<file path="config.mk">
export PLATFORM = sky130hd
export DESIGN_NAME = smop_exec
export DESIGN_NICKNAME = d
export VERILOG_FILES = /design/src/shared/smop_pkg.sv /design/src/rtl/smop_pc_stack.sv /design/src/rtl/smop_exec.sv
export VERILOG_INCLUDE_DIRS = /design/src /design/src/shared
export SDC_FILE = /design/constraint.sdc
export NUM_CORES = 2
export LEC_CHECK = 0
export BUFFER_PORTS_ARGS = -buffer_cell sky130_fd_sc_hd__buf_4
export CORE_MARGIN = 2
export CORE_UTILIZATION = 40
export DETAILED_ROUTE_END_ITERATION = 16
export PLACE_DENSITY = 0.54
export SETUP_SLACK_MARGIN = 0.15
export SLEW_MARGIN = 30
export SYNTH_ARGS = -nofsm -noshare
export SYNTH_HDL_FRONTEND = slang
export SYNTH_SLANG_ARGS = --single-unit
export TNS_END_PERCENT = 20
</file>
<file path="constraint.sdc">
create_clock -name core_clk -period 6.1 [get_ports core_clk]
set_input_delay 0.305 -clock core_clk [delete_from_list [all_inputs] [get_ports core_clk]]
set_output_delay 0.305 -clock core_clk [all_outputs]
set_load 0.03 [all_outputs]
</file>
<file path="src/shared/smop_regs.svh">
// Opcodes, register offsets, field positions, reset values and counts
`ifndef SMOP_REGS_SVH
`define SMOP_REGS_SVH

`define SMOP_OP_GET_MASK      8'hF8
`define SMOP_OP_GET_BASE      8'h20
`define SMOP_OP_X_INC         8'h0F
`define SMOP_OP_B_INC         8'h13
`define SMOP_OP_IRQ_BLOCK     8'h1D
`define SMOP_OP_IRQ_ALLOW     8'h1E
`define SMOP_OP_SIGN_FILL     8'h29
`define SMOP_OP_ZERO_FILL     8'h2A
`define SMOP_OP_OFFCHIP       8'h2B
`define SMOP_OP_ONCHIP        8'h2C
`define SMOP_OP_LOOKUP_ACC    8'h58
`define SMOP_OP_SPEECH_LOAD   8'h59
`define SMOP_OP_RAM_INC       8'h5E

`define SMOP_REG_SPEECH_ADDR  4'h0
`define SMOP_REG_STATE        4'h4
`define SMOP_REG_ACC          4'h8
`define SMOP_REG_BXM          4'hC

`define SMOP_ST_CNT_LSB       0
`define SMOP_ST_SF            4
`define SMOP_ST_OFFCHIP       5
`define SMOP_ST_SIGN          6
`define SMOP_ST_INTERP        7
`define SMOP_ST_IRQ_EN        8
`define SMOP_ST_PEND          9
`define SMOP_ST_BUSY          10

`define SMOP_RST_SA           14'h0000
`define SMOP_RST_TIMER        8'hFF
`define SMOP_BYTE_MAX         8'hFF
`define SMOP_PS_FULL          4'h8
`define SMOP_EXT_SAMPLE       4'hF
`define SMOP_OE_ONCHIP        8'hFF
`define SMOP_OE_OFFCHIP       8'h7E

`endif

</file>
<file path="src/shared/smop_pkg.sv">
// Types shared by the instruction subset block
package smop_pkg;

	typedef enum logic [2:0] {
		SMOP_IDLE   = 3'b001,
		SMOP_EXEC   = 3'b010,
		SMOP_RELOAD = 3'b100
	} smop_state_t;

	typedef struct packed {
		logic [3:0]  addr;
		logic [31:0] wdata;
		logic        wr;
		logic        rd;
	} smop_reg_req_t;

	typedef struct packed {
		logic [7:0] out;
		logic [7:0] oe;
	} smop_pins_t;

endpackage : smop_pkg

</file>
<file path="src/rtl/smop_pc_stack.sv">
// Program counter stack, newest entry on top, bottom lost on overflow
`timescale 1ns/1ps
`include "smop_regs.svh"
module smop_pc_stack
	import smop_pkg::*;
#(
	parameter int PC_W  = 14,
	parameter int DEPTH = 5
) (
	input  wire logic                         core_clk,
	input  wire logic                         reset_n,
	input  wire logic                         push,
	input  wire logic                         pop,
	input  wire logic [PC_W-1:0]              push_pc,
	output logic      [PC_W-1:0]              top_pc,
	output logic      [$clog2(DEPTH+1)-1:0]   level
);
	localparam int LW = $clog2(DEPTH + 1);

	logic [PC_W-1:0] entry_q [DEPTH];
	logic [LW-1:0]   level_q;

	for (genvar g = 0; g < DEPTH; g++) begin : g_entry
		always_ff @(posedge core_clk) begin
			if (!reset_n) begin
				entry_q[g] <= '0;
			end else if (push) begin
				if (g == 0) begin
					entry_q[g] <= push_pc;
				end else begin
					entry_q[g] <= entry_q[(g > 0) ? g - 1 : 0];
				end
			end else if (pop) begin
				if (g == DEPTH - 1) begin
					entry_q[g] <= '0;
				end else begin
					entry_q[g] <= entry_q[(g < DEPTH - 1) ? g + 1 : g];
				end
			end
		end
	end

	always_ff @(posedge core_clk) begin
		if (!reset_n) begin
			level_q <= '0;
		end else if (push && level_q != LW'(DEPTH)) begin
			level_q <= level_q + LW'(1);
		end else if (pop && !push && level_q != '0) begin
			level_q <= level_q - LW'(1);
		end
	end

	assign top_pc = entry_q[0];
	assign level  = level_q;

endmodule : smop_pc_stack

</file>
<file path="src/rtl/smop_exec.sv">
// Executes the bit-fetch, lookup, increment, interrupt and mode instructions
// Notes on behaviour
// - Fetch beyond remaining bits reloads in third cycle
// - Source mode selects offchip or onchip fetch data
// - Fetch pushes then pops; full stack loses bottom
// - B increment; flag only on FF wrap
// - RAM at X increment; flag on FF wrap
// - Block op masks timer only; timer keeps counting
// - Timer wrap sets pending, leaves FF, stays pending
// - Allow op enables timer interrupt and one-frame interpolation
// - Zero fill mode clears upper two ALU bits
// - Onchip source drives all port B pins
// - X increment; flag only on FF wrap
// - Lookup loads accumulator from ROM at accumulator
// - Five-level stack; fetch and lookups pop before done
// - Speech load fills register, bumps address, count eight
// - Fetch shifts register LSB into accumulator LSB
// - Offchip source: clock/16 on six, data in seven
// - Sign fill mode copies bit seven upward
`timescale 1ns/1ps
`include "smop_regs.svh"
module smop_exec
	import smop_pkg::*;
#(
	parameter int PC_W        = 14,
	parameter int SA_W        = 14,
	parameter int RAM_DEPTH   = 256,
	parameter int STACK_DEPTH = 5
) (
	input  wire logic                               core_clk,
	input  wire logic                               reset_n,
	input  wire logic                               op_valid,
	input  wire logic          [7:0]                op_code,
	output logic                                    op_ready,
	output logic                                    op_done,
	input  wire logic          [PC_W-1:0]           pc_in,
	input  wire logic                               call_push,
	input  wire logic                               ret_pop,
	output logic               [PC_W-1:0]           stack_top,
	output logic               [$clog2(STACK_DEPTH+1)-1:0] stack_level,
	output logic                                    irq_take,
	input  wire logic                               timer_tick,
	input  wire logic                               timer_load,
	input  wire logic          [7:0]                timer_load_val,
	output logic               [7:0]                timer_value,
	input  wire logic                               frame_end,
	output logic                                    interp_en,
	input  wire logic          [7:0]                alu_operand,
	output logic               [9:0]                alu_operand_ext,
	output logic                                    sign_fill,
	output logic               [9:0]                acc,
	output logic               [7:0]                b_reg,
	output logic               [7:0]                x_reg,
	output logic                                    status_flag,
	output logic               [SA_W-1:0]           rom_addr,
	input  wire logic          [7:0]                rom_data,
	input  wire smop_reg_req_t                      reg_req,
	output logic               [31:0]               reg_rdata,
	input  wire logic          [7:0]                port_b_data,
	input  wire logic          [7:0]                port_b_in,
	output smop_pins_t                              port_b_pins
);
	localparam int RAM_AW = $clog2(RAM_DEPTH);

	smop_state_t     state_q;
	smop_state_t     state_d;
	logic [7:0]      op_q;
	logic [9:0]      acc_q;
	logic [7:0]      ps_q;
	logic [3:0]      cnt_q;
	logic [3:0]      rem_q;
	logic [SA_W-1:0] sa_q;
	logic [SA_W-1:0] rom_addr_q;
	logic [7:0]      b_q;
	logic [7:0]      x_q;
	logic [7:0]      ram_q [RAM_DEPTH];
	logic            sf_q;
	logic            irq_en_q;
	logic            pend_q;
	logic            interp_q;
	logic            sign_q;
	logic [9:0]      opnd_q;
	logic [7:0]      timer_q;
	logic            offchip_q;
	logic [3:0]      div_q;
	logic [2:0]      rd_sync_q;
	logic            rd_filt_q;
	logic [7:0]      ext_sh_q;
	logic [2:0]      ext_cnt_q;
	logic [7:0]      ext_byte_q;
	logic            done_q;
	logic [31:0]     rdata_q;
	logic            accept;
	logic            accept_multi;
	logic            accept_single;
	logic            fin;
	logic            need_reload;
	logic [3:0]      get_n;
	logic [7:0]      ram_x;
	logic [7:0]      new_byte;
	logic            stk_push;
	logic            stk_pop;
	logic            timer_wrap;

	function automatic logic is_get(input logic [7:0] op);
		return (op & `SMOP_OP_GET_MASK) == `SMOP_OP_GET_BASE;
	endfunction : is_get

	function automatic logic is_multi(input logic [7:0] op);
		return is_get(op) || op == `SMOP_OP_LOOKUP_ACC || op == `SMOP_OP_SPEECH_LOAD;
	endfunction : is_multi

	// Moves n bits from the low end of p into the low end of a
	function automatic logic [17:0] shift_bits(input logic [9:0] a, input logic [7:0] p,
	                                           input logic [3:0] n);
		logic [9:0] ta;
		logic [7:0] tp;
		ta = a;
		tp = p;
		for (int i = 0; i < 8; i++) begin
			if (4'(i) < n) begin
				ta = {ta[8:0], tp[0]};
				tp = {1'b0, tp[7:1]};
			end
		end
		return {ta, tp};
	endfunction : shift_bits

	// Sequencing
	assign op_ready      = (state_q == SMOP_IDLE);
	assign accept        = op_ready && op_valid;
	assign accept_multi  = accept && is_multi(op_code);
	assign accept_single = accept && !is_multi(op_code);
	assign get_n         = {1'b0, op_q[2:0]} + 4'h1;
	assign need_reload   = is_get(op_q) && (get_n > cnt_q);
	assign fin           = (state_q == SMOP_EXEC && !need_reload) || state_q == SMOP_RELOAD;
	assign ram_x         = ram_q[x_q[RAM_AW-1:0]];
	assign new_byte      = offchip_q ? ext_byte_q : rom_data;

	always_comb begin
		state_d = state_q;
		case (state_q)
			SMOP_IDLE: begin
				if (accept_multi) begin
					state_d = SMOP_EXEC;
				end
			end
			SMOP_EXEC: begin
				state_d = need_reload ? SMOP_RELOAD : SMOP_IDLE;
			end
			SMOP_RELOAD: begin
				state_d = SMOP_IDLE;
			end
			default: begin
				state_d = SMOP_IDLE;
			end
		endcase
	end

	always_ff @(posedge core_clk) begin
		if (!reset_n) begin
			state_q <= SMOP_IDLE;
			op_q    <= '0;
			done_q  <= 1'b0;
		end else begin
			state_q <= state_d;
			done_q  <= accept_single || fin;
			if (accept) begin
				op_q <= op_code;
			end
		end
	end

	// Stack traffic: fetch and lookups push on accept and pop on their last cycle
	assign stk_push = accept_multi || irq_take || call_push;
	assign stk_pop  = fin || ret_pop;

	smop_pc_stack #(
		.PC_W  (PC_W),
		.DEPTH (STACK_DEPTH)
	) u_stack (
		.core_clk (core_clk),
		.reset_n  (reset_n),
		.push     (stk_push),
		.pop      (stk_pop),
		.push_pc  (pc_in),
		.top_pc   (stack_top),
		.level    (stack_level)
	);

	// Accumulator, parallel-to-serial register, bit count and speech address
	always_ff @(posedge core_clk) begin
		if (!reset_n) begin
			acc_q      <= '0;
			ps_q       <= '0;
			cnt_q      <= '0;
			rem_q      <= '0;
			sa_q       <= `SMOP_RST_SA;
			rom_addr_q <= `SMOP_RST_SA;
		end else begin
			if (accept_multi) begin
				rom_addr_q <= (op_code == `SMOP_OP_LOOKUP_ACC) ?
				              {{(SA_W - 10){1'b0}}, acc_q} : sa_q;
			end
			if (state_q == SMOP_EXEC && is_get(op_q)) begin
				if (!need_reload) begin
					{acc_q, ps_q} <= shift_bits(acc_q, ps_q, get_n);
					cnt_q         <= cnt_q - get_n;
				end else begin
					{acc_q, ps_q} <= shift_bits(acc_q, ps_q, cnt_q);
					rem_q         <= get_n - cnt_q;
				end
			end else if (state_q == SMOP_EXEC && op_q == `SMOP_OP_LOOKUP_ACC) begin
				acc_q <= {2'b00, rom_data};
			end else if (state_q == SMOP_EXEC && op_q == `SMOP_OP_SPEECH_LOAD) begin
				ps_q  <= rom_data;
				cnt_q <= `SMOP_PS_FULL;
			end else if (state_q == SMOP_RELOAD) begin
				{acc_q, ps_q} <= shift_bits(acc_q, new_byte, rem_q);
				cnt_q         <= `SMOP_PS_FULL - rem_q;
			end
			if (reg_req.wr && reg_req.addr == `SMOP_REG_SPEECH_ADDR) begin
				sa_q <= reg_req.wdata[SA_W-1:0];
			end else if (state_q == SMOP_EXEC && op_q == `SMOP_OP_SPEECH_LOAD) begin
				sa_q <= sa_q + SA_W'(1);
			end else if (state_q == SMOP_RELOAD && !offchip_q) begin
				sa_q <= sa_q + SA_W'(1);
			end
		end
	end

	// B, X, RAM increments and the status flag
	always_ff @(posedge core_clk) begin
		if (!reset_n) begin
			b_q  <= '0;
			x_q  <= '0;
			sf_q <= 1'b0;
		end else begin
			if (accept_single) begin
				case (op_code)
					`SMOP_OP_B_INC: begin
						b_q  <= b_q + 8'h01;
						sf_q <= (b_q == `SMOP_BYTE_MAX);
					end
					`SMOP_OP_X_INC: begin
						x_q  <= x_q + 8'h01;
						sf_q <= (x_q == `SMOP_BYTE_MAX);
					end
					`SMOP_OP_RAM_INC: begin
						sf_q <= (ram_x == `SMOP_BYTE_MAX);
					end
					default: begin
						sf_q <= 1'b1;
					end
				endcase
			end else if (fin) begin
				sf_q <= 1'b1;
			end
		end
	end

	always_ff @(posedge core_clk) begin
		if (!reset_n) begin
			for (int r = 0; r < RAM_DEPTH; r++) begin
				ram_q[r] <= 8'h00;
			end
		end else if (accept_single && op_code == `SMOP_OP_RAM_INC) begin
			ram_q[x_q[RAM_AW-1:0]] <= ram_x + 8'h01;
		end
	end

	// Timer and its interrupt
	assign timer_wrap = timer_tick && !timer_load && timer_q == 8'h00;
	assign irq_take   = pend_q && irq_en_q && op_ready && !op_valid;

	always_ff @(posedge core_clk) begin
		if (!reset_n) begin
			timer_q <= `SMOP_RST_TIMER;
		end else if (timer_load) begin
			timer_q <= timer_load_val;
		end else if (timer_tick) begin
			timer_q <= timer_q - 8'h01;
		end
	end

	always_ff @(posedge core_clk) begin
		if (!reset_n) begin
			pend_q   <= 1'b0;
			irq_en_q <= 1'b0;
			interp_q <= 1'b0;
		end else begin
			if (timer_wrap) begin
				pend_q <= 1'b1;
			end else if (irq_take) begin
				pend_q <= 1'b0;
			end
			if (accept_single && op_code == `SMOP_OP_IRQ_BLOCK) begin
				irq_en_q <= 1'b0;
			end else if (accept_single && op_code == `SMOP_OP_IRQ_ALLOW) begin
				irq_en_q <= 1'b1;
			end
			if (accept_single && op_code == `SMOP_OP_IRQ_ALLOW) begin
				interp_q <= 1'b1;
			end else if (frame_end) begin
				interp_q <= 1'b0;
			end
		end
	end

	// ALU fill mode
	always_ff @(posedge core_clk) begin
		if (!reset_n) begin
			sign_q <= 1'b0;
			opnd_q <= '0;
		end else begin
			if (accept_single && op_code == `SMOP_OP_ZERO_FILL) begin
				sign_q <= 1'b0;
			end else if (accept_single && op_code == `SMOP_OP_SIGN_FILL) begin
				sign_q <= 1'b1;
			end
			opnd_q <= sign_q ? {{2{alu_operand[7]}}, alu_operand}
			                 : {2'b00, alu_operand};
		end
	end

	// ROM source and port B pin roles
	always_ff @(posedge core_clk) begin
		if (!reset_n) begin
			offchip_q <= 1'b0;
		end else if (accept_single && op_code == `SMOP_OP_OFFCHIP) begin
			offchip_q <= 1'b1;
		end else if (accept_single && op_code == `SMOP_OP_ONCHIP) begin
			offchip_q <= 1'b0;
		end
	end

	always_ff @(posedge core_clk) begin
		if (!reset_n) begin
			div_q <= '0;
		end else begin
			div_q <= div_q + 4'h1;
		end
	end

	always_comb begin
		port_b_pins.out = port_b_data;
		port_b_pins.oe  = `SMOP_OE_ONCHIP;
		if (offchip_q) begin
			port_b_pins.out[6] = div_q[3];
			port_b_pins.oe     = `SMOP_OE_OFFCHIP;
		end
	end

	// Serial ROM data: three-stage sync, accepted when the last two agree
	always_ff @(posedge core_clk) begin
		if (!reset_n) begin
			rd_sync_q <= '0;
			rd_filt_q <= 1'b0;
		end else begin
			rd_sync_q <= {rd_sync_q[1:0], port_b_in[7]};
			if (rd_sync_q[1] == rd_sync_q[2]) begin
				rd_filt_q <= rd_sync_q[2];
			end
		end
	end

	always_ff @(posedge core_clk) begin
		if (!reset_n) begin
			ext_sh_q   <= '0;
			ext_cnt_q  <= '0;
			ext_byte_q <= '0;
		end else if (!offchip_q) begin
			ext_cnt_q <= '0;
		end else if (div_q == `SMOP_EXT_SAMPLE) begin
			ext_sh_q  <= {rd_filt_q, ext_sh_q[7:1]};
			ext_cnt_q <= ext_cnt_q + 3'h1;
			if (ext_cnt_q == 3'h7) begin
				ext_byte_q <= {rd_filt_q, ext_sh_q[7:1]};
			end
		end
	end

	// Register port, read data valid only in the cycle after the strobe
	always_ff @(posedge core_clk) begin
		if (!reset_n) begin
			rdata_q <= '0;
		end else if (reg_req.rd) begin
			rdata_q <= '0;
			case (reg_req.addr)
				`SMOP_REG_SPEECH_ADDR: rdata_q[SA_W-1:0] <= sa_q;
				`SMOP_REG_STATE: begin
					rdata_q[`SMOP_ST_CNT_LSB+:4] <= cnt_q;
					rdata_q[`SMOP_ST_SF]         <= sf_q;
					rdata_q[`SMOP_ST_OFFCHIP]    <= offchip_q;
					rdata_q[`SMOP_ST_SIGN]       <= sign_q;
					rdata_q[`SMOP_ST_INTERP]     <= interp_q;
					rdata_q[`SMOP_ST_IRQ_EN]     <= irq_en_q;
					rdata_q[`SMOP_ST_PEND]       <= pend_q;
					rdata_q[`SMOP_ST_BUSY]       <= !op_ready;
				end
				`SMOP_REG_ACC: rdata_q[9:0]   <= acc_q;
				`SMOP_REG_BXM: rdata_q[23:0]  <= {ram_x, b_q, x_q};
				default: rdata_q <= '0;
			endcase
		end else begin
			rdata_q <= '0;
		end
	end

	assign op_done         = done_q;
	assign reg_rdata       = rdata_q;
	assign timer_value     = timer_q;
	assign interp_en       = interp_q;
	assign alu_operand_ext = opnd_q;
	assign sign_fill       = sign_q;
	assign acc             = acc_q;
	assign b_reg           = b_q;
	assign x_reg           = x_q;
	assign status_flag     = sf_q;
	assign rom_addr        = rom_addr_q;

endmodule : smop_exec

</file>
# Yosys cells after proc, flatten, opt, wreduce, memory -nomap -nowiden
# Memories as Yosys holds them, arrays and structs flattened. A register that Yosys moved wholly into a read port is not among the register bits.
# Cells that the tools add are included.
# Widths: inputs -> output; s select.
[classes] addsub=13 multipliers=0 div=0 order_cmp=25 eq_ne=34 shift=0 n_mux=126 bitwise=11 n_reduce_logical=68
[op_table] cell="$mux 8" n=48
[op_table] cell="$mux 10" n=29
[op_table] cell="$mux 14" n=14
[op_table] cell="$lt 3x4->1 const A" n=12
[op_table] cell="$eq 8x7->1 const B" n=5
[op_table] cell="$pmux 10 s4" n=1
[op_table] cell="$eq 8x6->1 const B" n=4
[op_table] cell="$logic_and 1x1->1" n=25
[op_table] cell="$add 8x1->8 const B" n=3
[op_table] cell="$eq 8x5->1 const B" n=3
[op_table] cell="$eq 8x8->1 const B" n=3
[op_table] cell="$lt 1x4->1 const A" n=6
[op_table] cell="$lt 2x4->1 const A" n=6
[op_table] cell="$mux 1" n=21
[op_table] cell="$mux 4" n=5
[op_table] cell="$ne 10x2->1 const B" n=2
[op_table] cell="$reduce_and 2->1" n=9
[op_table] cell="$add 14x1->14 const B" n=1
[op_table] cell="$eq 4x4->1 const B" n=3
[op_table] cell="$mux 3" n=4
[op_table] cell="$pmux 3 s2" n=2
[op_table] cell="$reduce_bool 2->1" n=6
[op_table] cell="$reduce_bool 3->1" n=4
[op_table] cell="$eq 5x3->1 const B" n=2
[op_table] cell="other kinds (29)" n=59
[totals] ff_bits=167 latchBits=0 ramBits=2118 mem_bits_ro=0 input_bits=108 output_inout_bits=129 word_cells=310 memories=2
[memory_table] memory="ram_q" words=256 word_bits=8 rd=1 rd_clocked_by_memory_dff=1 wr=256 line_no="smop_exec.sv:76" rtl="logic [7:0] ram_q [RAM_DEPTH];"
[memory_table] memory="u_stack.entry_q" words=5 word_bits=14 rd=5 rd_clocked_by_memory_dff=0 wr=5 line_no="smop_pc_stack.sv:20" rtl="logic [PC_W-1:0] entry_q [DEPTH];"

# Longest topological paths before layout
[depth] word_depth=18 depth_mapped=20 mapped_depth_nobuf=12

# Modules after synthesis
# From an unflattened synthesis, not the netlist that was laid out.
[unflattened] cells_unflattened=8371 area_unflattened_um2=109342.4
[modules_own_cells] module="smop_exec" n_inst=1 cells_per_inst=8187 area_each_um2=106299.4 seq_area_each_um2=64762.1
[modules_own_cells] module="smop_pc_stack" n_inst=1 cells_per_inst=184 area_each_um2=3042.9 seq_area_each_um2=2162.1

# Worst setup path after synthesis
# No wires, ideal clock.
[synth_path] path_kind="reg2reg" startpoint="reg op_q[0]" endpoint="mem u_stack.entry_q[0][0], enable pin" setup_ps=415 arrival_ps=3517 t_required_ps=5685 path_slack_ps=2168 stages_incl_launch_ff=11 path_buffers=1 synth_period_minus_slack_ps=3932 path_cell_list="dfxtp_1 -> clkbuf_1 -> inv_1 -> ha_1 -> fa_1 -> a21o_1 -> a21oi_1 -> o311ai_0 -> a21oi_1 -> nor3_1 -> nand2_1"
[synth_rtl] element="start, declared" line_no="smop_exec.sv:67" rtl="logic [7:0] op_q;"
[synth_rtl] element="start signal, assigned" line_no="smop_exec.sv:169" rtl="op_q <= op_code;"
[synth_rtl] element="end, declared" line_no="smop_pc_stack.sv:20"

==> results.sh <==
export IMPL_r2r_end="ram_q[102][5]"
export IMPL_pin_count=237
export IMPL_cts_resized=0
export IMPL_final_setup_tns_ns=0
export IMPL_cp_required_ns=6.81
export IMPL_ir_worst_vdd_mv=0.273
export IMPL_htreeDepth=4
export IMPL_drv_cap=0
export IMPL_vias_per_cell=6.21
export IMPL_crit_end="ram_q[102][5]"
export IMPL_setup_viol=0
export IMPL_yosysSeqAreaShare_pct=61.6
export IMPL_syn_cell_area_mm2=0.109
export IMPL_post_route_util_pct=45.4
export IMPL_die_h_um=525
export IMPL_hp_class="in2reg"
export IMPL_rows=191
export IMPL_synth_top_cell_by_area="edfxtp_1"
export IMPL_largest_reg_flops=2048
export IMPL_start_util_pct=40.2
export IMPL_worstPathMaxFanout=39
export IMPL_worstSkewPairLatency_ns=0.93
export IMPL_cts_buffers=239
export IMPL_hold_path_depth=4
export IMPL_path_class="reg2reg"
export IMPL_die_x_um=525
export IMPL_synth_edf_count=2118
export IMPL_cts_buffer_depth=3
export IMPL_wl_um=390000
export IMPL_vias=75674
export IMPL_drt_iter0_markers=10371
export IMPL_final_setup_worst_slack_ns=0.457
export IMPL_slew_viol_final=0
export IMPL_timing_fmax_mhz=177
export IMPL_fin_skew_ns=0.0807
export IMPL_ys_dominant_reg_cell="edfxtp_1"
export IMPL_grt_first_pass_wirelength_um=549000
export IMPL_gp_congestion=0.930
export IMPL_grt_util_all_layers_pct=27.7
export IMPL_ys_warnings_count=0
export IMPL_nets=8533
export IMPL_yosysUniqueCellTypes=110
export IMPL_grt_max_degree=113
export IMPL_critPathMostFrequentCell="buf_12"
export IMPL_syn_inst=8237
export IMPL_drc=0
export IMPL_async_flop_share_pct=0
export IMPL_start_kind="flop"
export IMPL_clk_pin_slew_ns=0.06
export IMPL_drive_above_1_share_pct=21.6
export IMPL_cts_tree="done"
export IMPL_rsz0062_at_grt="no"
export IMPL_outcome="completed"
export IMPL_min_period_ns=5.64
export IMPL_top_register="ram_q"
export IMPL_grt_overflow=0
export IMPL_p_leak_nw=39.6
export IMPL_die_area_mm2=0.276
export IMPL_slowest_stage="dfxtp_4"
export IMPL_cts_sinks=2284
export IMPL_root_buffer="clkbuf_16"
export IMPL_ys_seq_elements=2284
export IMPL_place_hpwl_um=258000
export IMPL_core_mm2=0.271
export IMPL_numPortBuffers=183
export IMPL_cp_arrival_ns=6.35
export IMPL_antenna_found_initial=19
export IMPL_wl_per_cell_um=32.0
export IMPL_crit_path_end_kind="flop"
export IMPL_dr_pass1_iters=6
export IMPL_min_period_over_period_pct=92.5
export IMPL_hold_start="reg_req[34]"
export IMPL_hold_viol_final=0
export IMPL_place_ws_ns=0.722
export IMPL_grt_pass1_vias=73168
export IMPL_synth_top_cell_area_share_pct=58.5
export IMPL_synth_area_leaders="edfxtp_1, mux4_2, nor2_1, dfxtp_1, a21oi_2"
export IMPL_cp_cell_sequence="buf_12 > buf_12 > nor2b_1 > buf_4 > nand2_1 > a31oi_1 > o32a_1 > and3b_1 > nand2_1 > or4_4 > buf_12 > buf_12 > a21oi_2"
export IMPL_slew_headroom_pct=25.4
export IMPL_power_density_mw_per_mm2=281
export IMPL_cpPeakStageDelay_ns=0.77
export IMPL_syn2layout_area_growth_pct=13.0
export IMPL_ant_nets=0
export IMPL_r2r_slack_ns=0.46
export IMPL_tightest_slew_ns=1.11
export IMPL_ff2ff_path_depth=13
export IMPL_avgSynthCellArea_um2=13.2
==> where the power goes <==
group,internal (mW),switching [mW],total [mW]
clock network,8.35,6.47,14.8
logic,0.538,1.11,1.65
registers,17.8,0.232,18.0
total,26.7,7.82,34.5
==> worst min-delay path by stage <==
stage	to	slack [ns]
floorplan	rd_sync_q[1]	0.41
global placement	div_q[0]	0.43
detailed placement	div_q[0]	0.44
CTS	reg_rdata[2]	0.03
global route	sa_q[3]	0.12
finish	reg_rdata[2]	0.08
==> synthesized netlist by cell type (77+ instances only) <==
cell      number
buf_6         96
a21oi_1      550
a22oi_1      129
dfxtp_1      166
nor2_1      1504
a21oi_2      378
mux4_2       458
buf_2        147
o21ai_0      104
nand2_1      783
clkbuf_1     330
mux2i_1      211
buf_4         77
nand3_1      123
edfxtp_1    2118
==> cell families after synthesis <==
logic type | Yosys count | synth area share [%]
AOI/OAI and AO/OA | 1618 | 10.3
and+or+nand+nor | 2772 | 10.6
adders and majority gates | 27 | 0.332
buffers and inverters | 777 | 4.61
xor gates and xnor gates | 51 | 0.411
DFF | 2284 | 61.6
muxes | 706 | 12.1
other | 2 | 0.00691
==> metrics by stage <==
| stage | hold WS (ns) | instances | power (mW) | cell area (um^2) |
|---|---|---|---|---|
| detailed placement | 0.442 | 11612 | 19.9 | 114000 |
| CTS | 0.0304 | 12173 | 34.6 | 123000 |
| global route | 0.124 | 12175 | 35.3 | 123000 |
| floorplan | 0.412 | 8249 | 19.2 | 109000 |
| global placement | 0.427 | 11610 | 19.9 | 114000 |
| finish | 0.0840 | 12187 | 34.5 | 123000 |
==> worst max-delay path, delay by kind of cell (launching register included) <==
| kind | cells | cell delay, ns |
|---|---|---|
| AND/OR/NAND/NOR | 5 | 1.89 |
| buffers and inverters | 5 | 1.33 |
| AO/OA/AOI/OAI | 3 | 1.25 |
| flip-flops | 1 | 0.77 |
==> area by class of cell <==
cell class	count	area, um^2
diodes	13	32.5
clock inverters	142	1370
well taps	3570	4470
inverters	37	140
repair buffers	648	6180
flip-flops and latches	2284	66900
fillers	24309	148000
clock buffers	305	6460
multi-input cells	5188	37200
==> timing repair <==
action	in CTS	in global routing
hold buffers	114	0
endpoints found under the hold margin	123	0
buffers inserted	0	0
==> metal layers <==
layer,vias to the layer above,routed length (um),track usage [%]
li1,31326,-,-
met1,39207,154000,37.4
met2,4305,177000,42.3
met3,821,40300,6.62
met4,15,19400,12.3
met5,-,132,0
==> cell usage in the layout, fill, tap and decap left out, types with 79 or more instances in the layout <==
| master | n |
|---|---|
| a21oi_1 | 548 |
| dlygate4sd3_1 | 114 |
| a22oi_1 | 129 |
| clkbuf_16 | 244 |
| mux4_2 | 458 |
| nand3_1 | 105 |
| a21oi_2 | 380 |
| nand2_1 | 782 |
| nor2_1 | 1487 |
| edfxtp_1 | 2118 |
| buf_4 | 450 |
| dfxtp_1 | 160 |
| o21ai_0 | 103 |
| buf_12 | 79 |
| mux2i_1 | 211 |
Note: power is estimated with default switching activity, not from simulation.
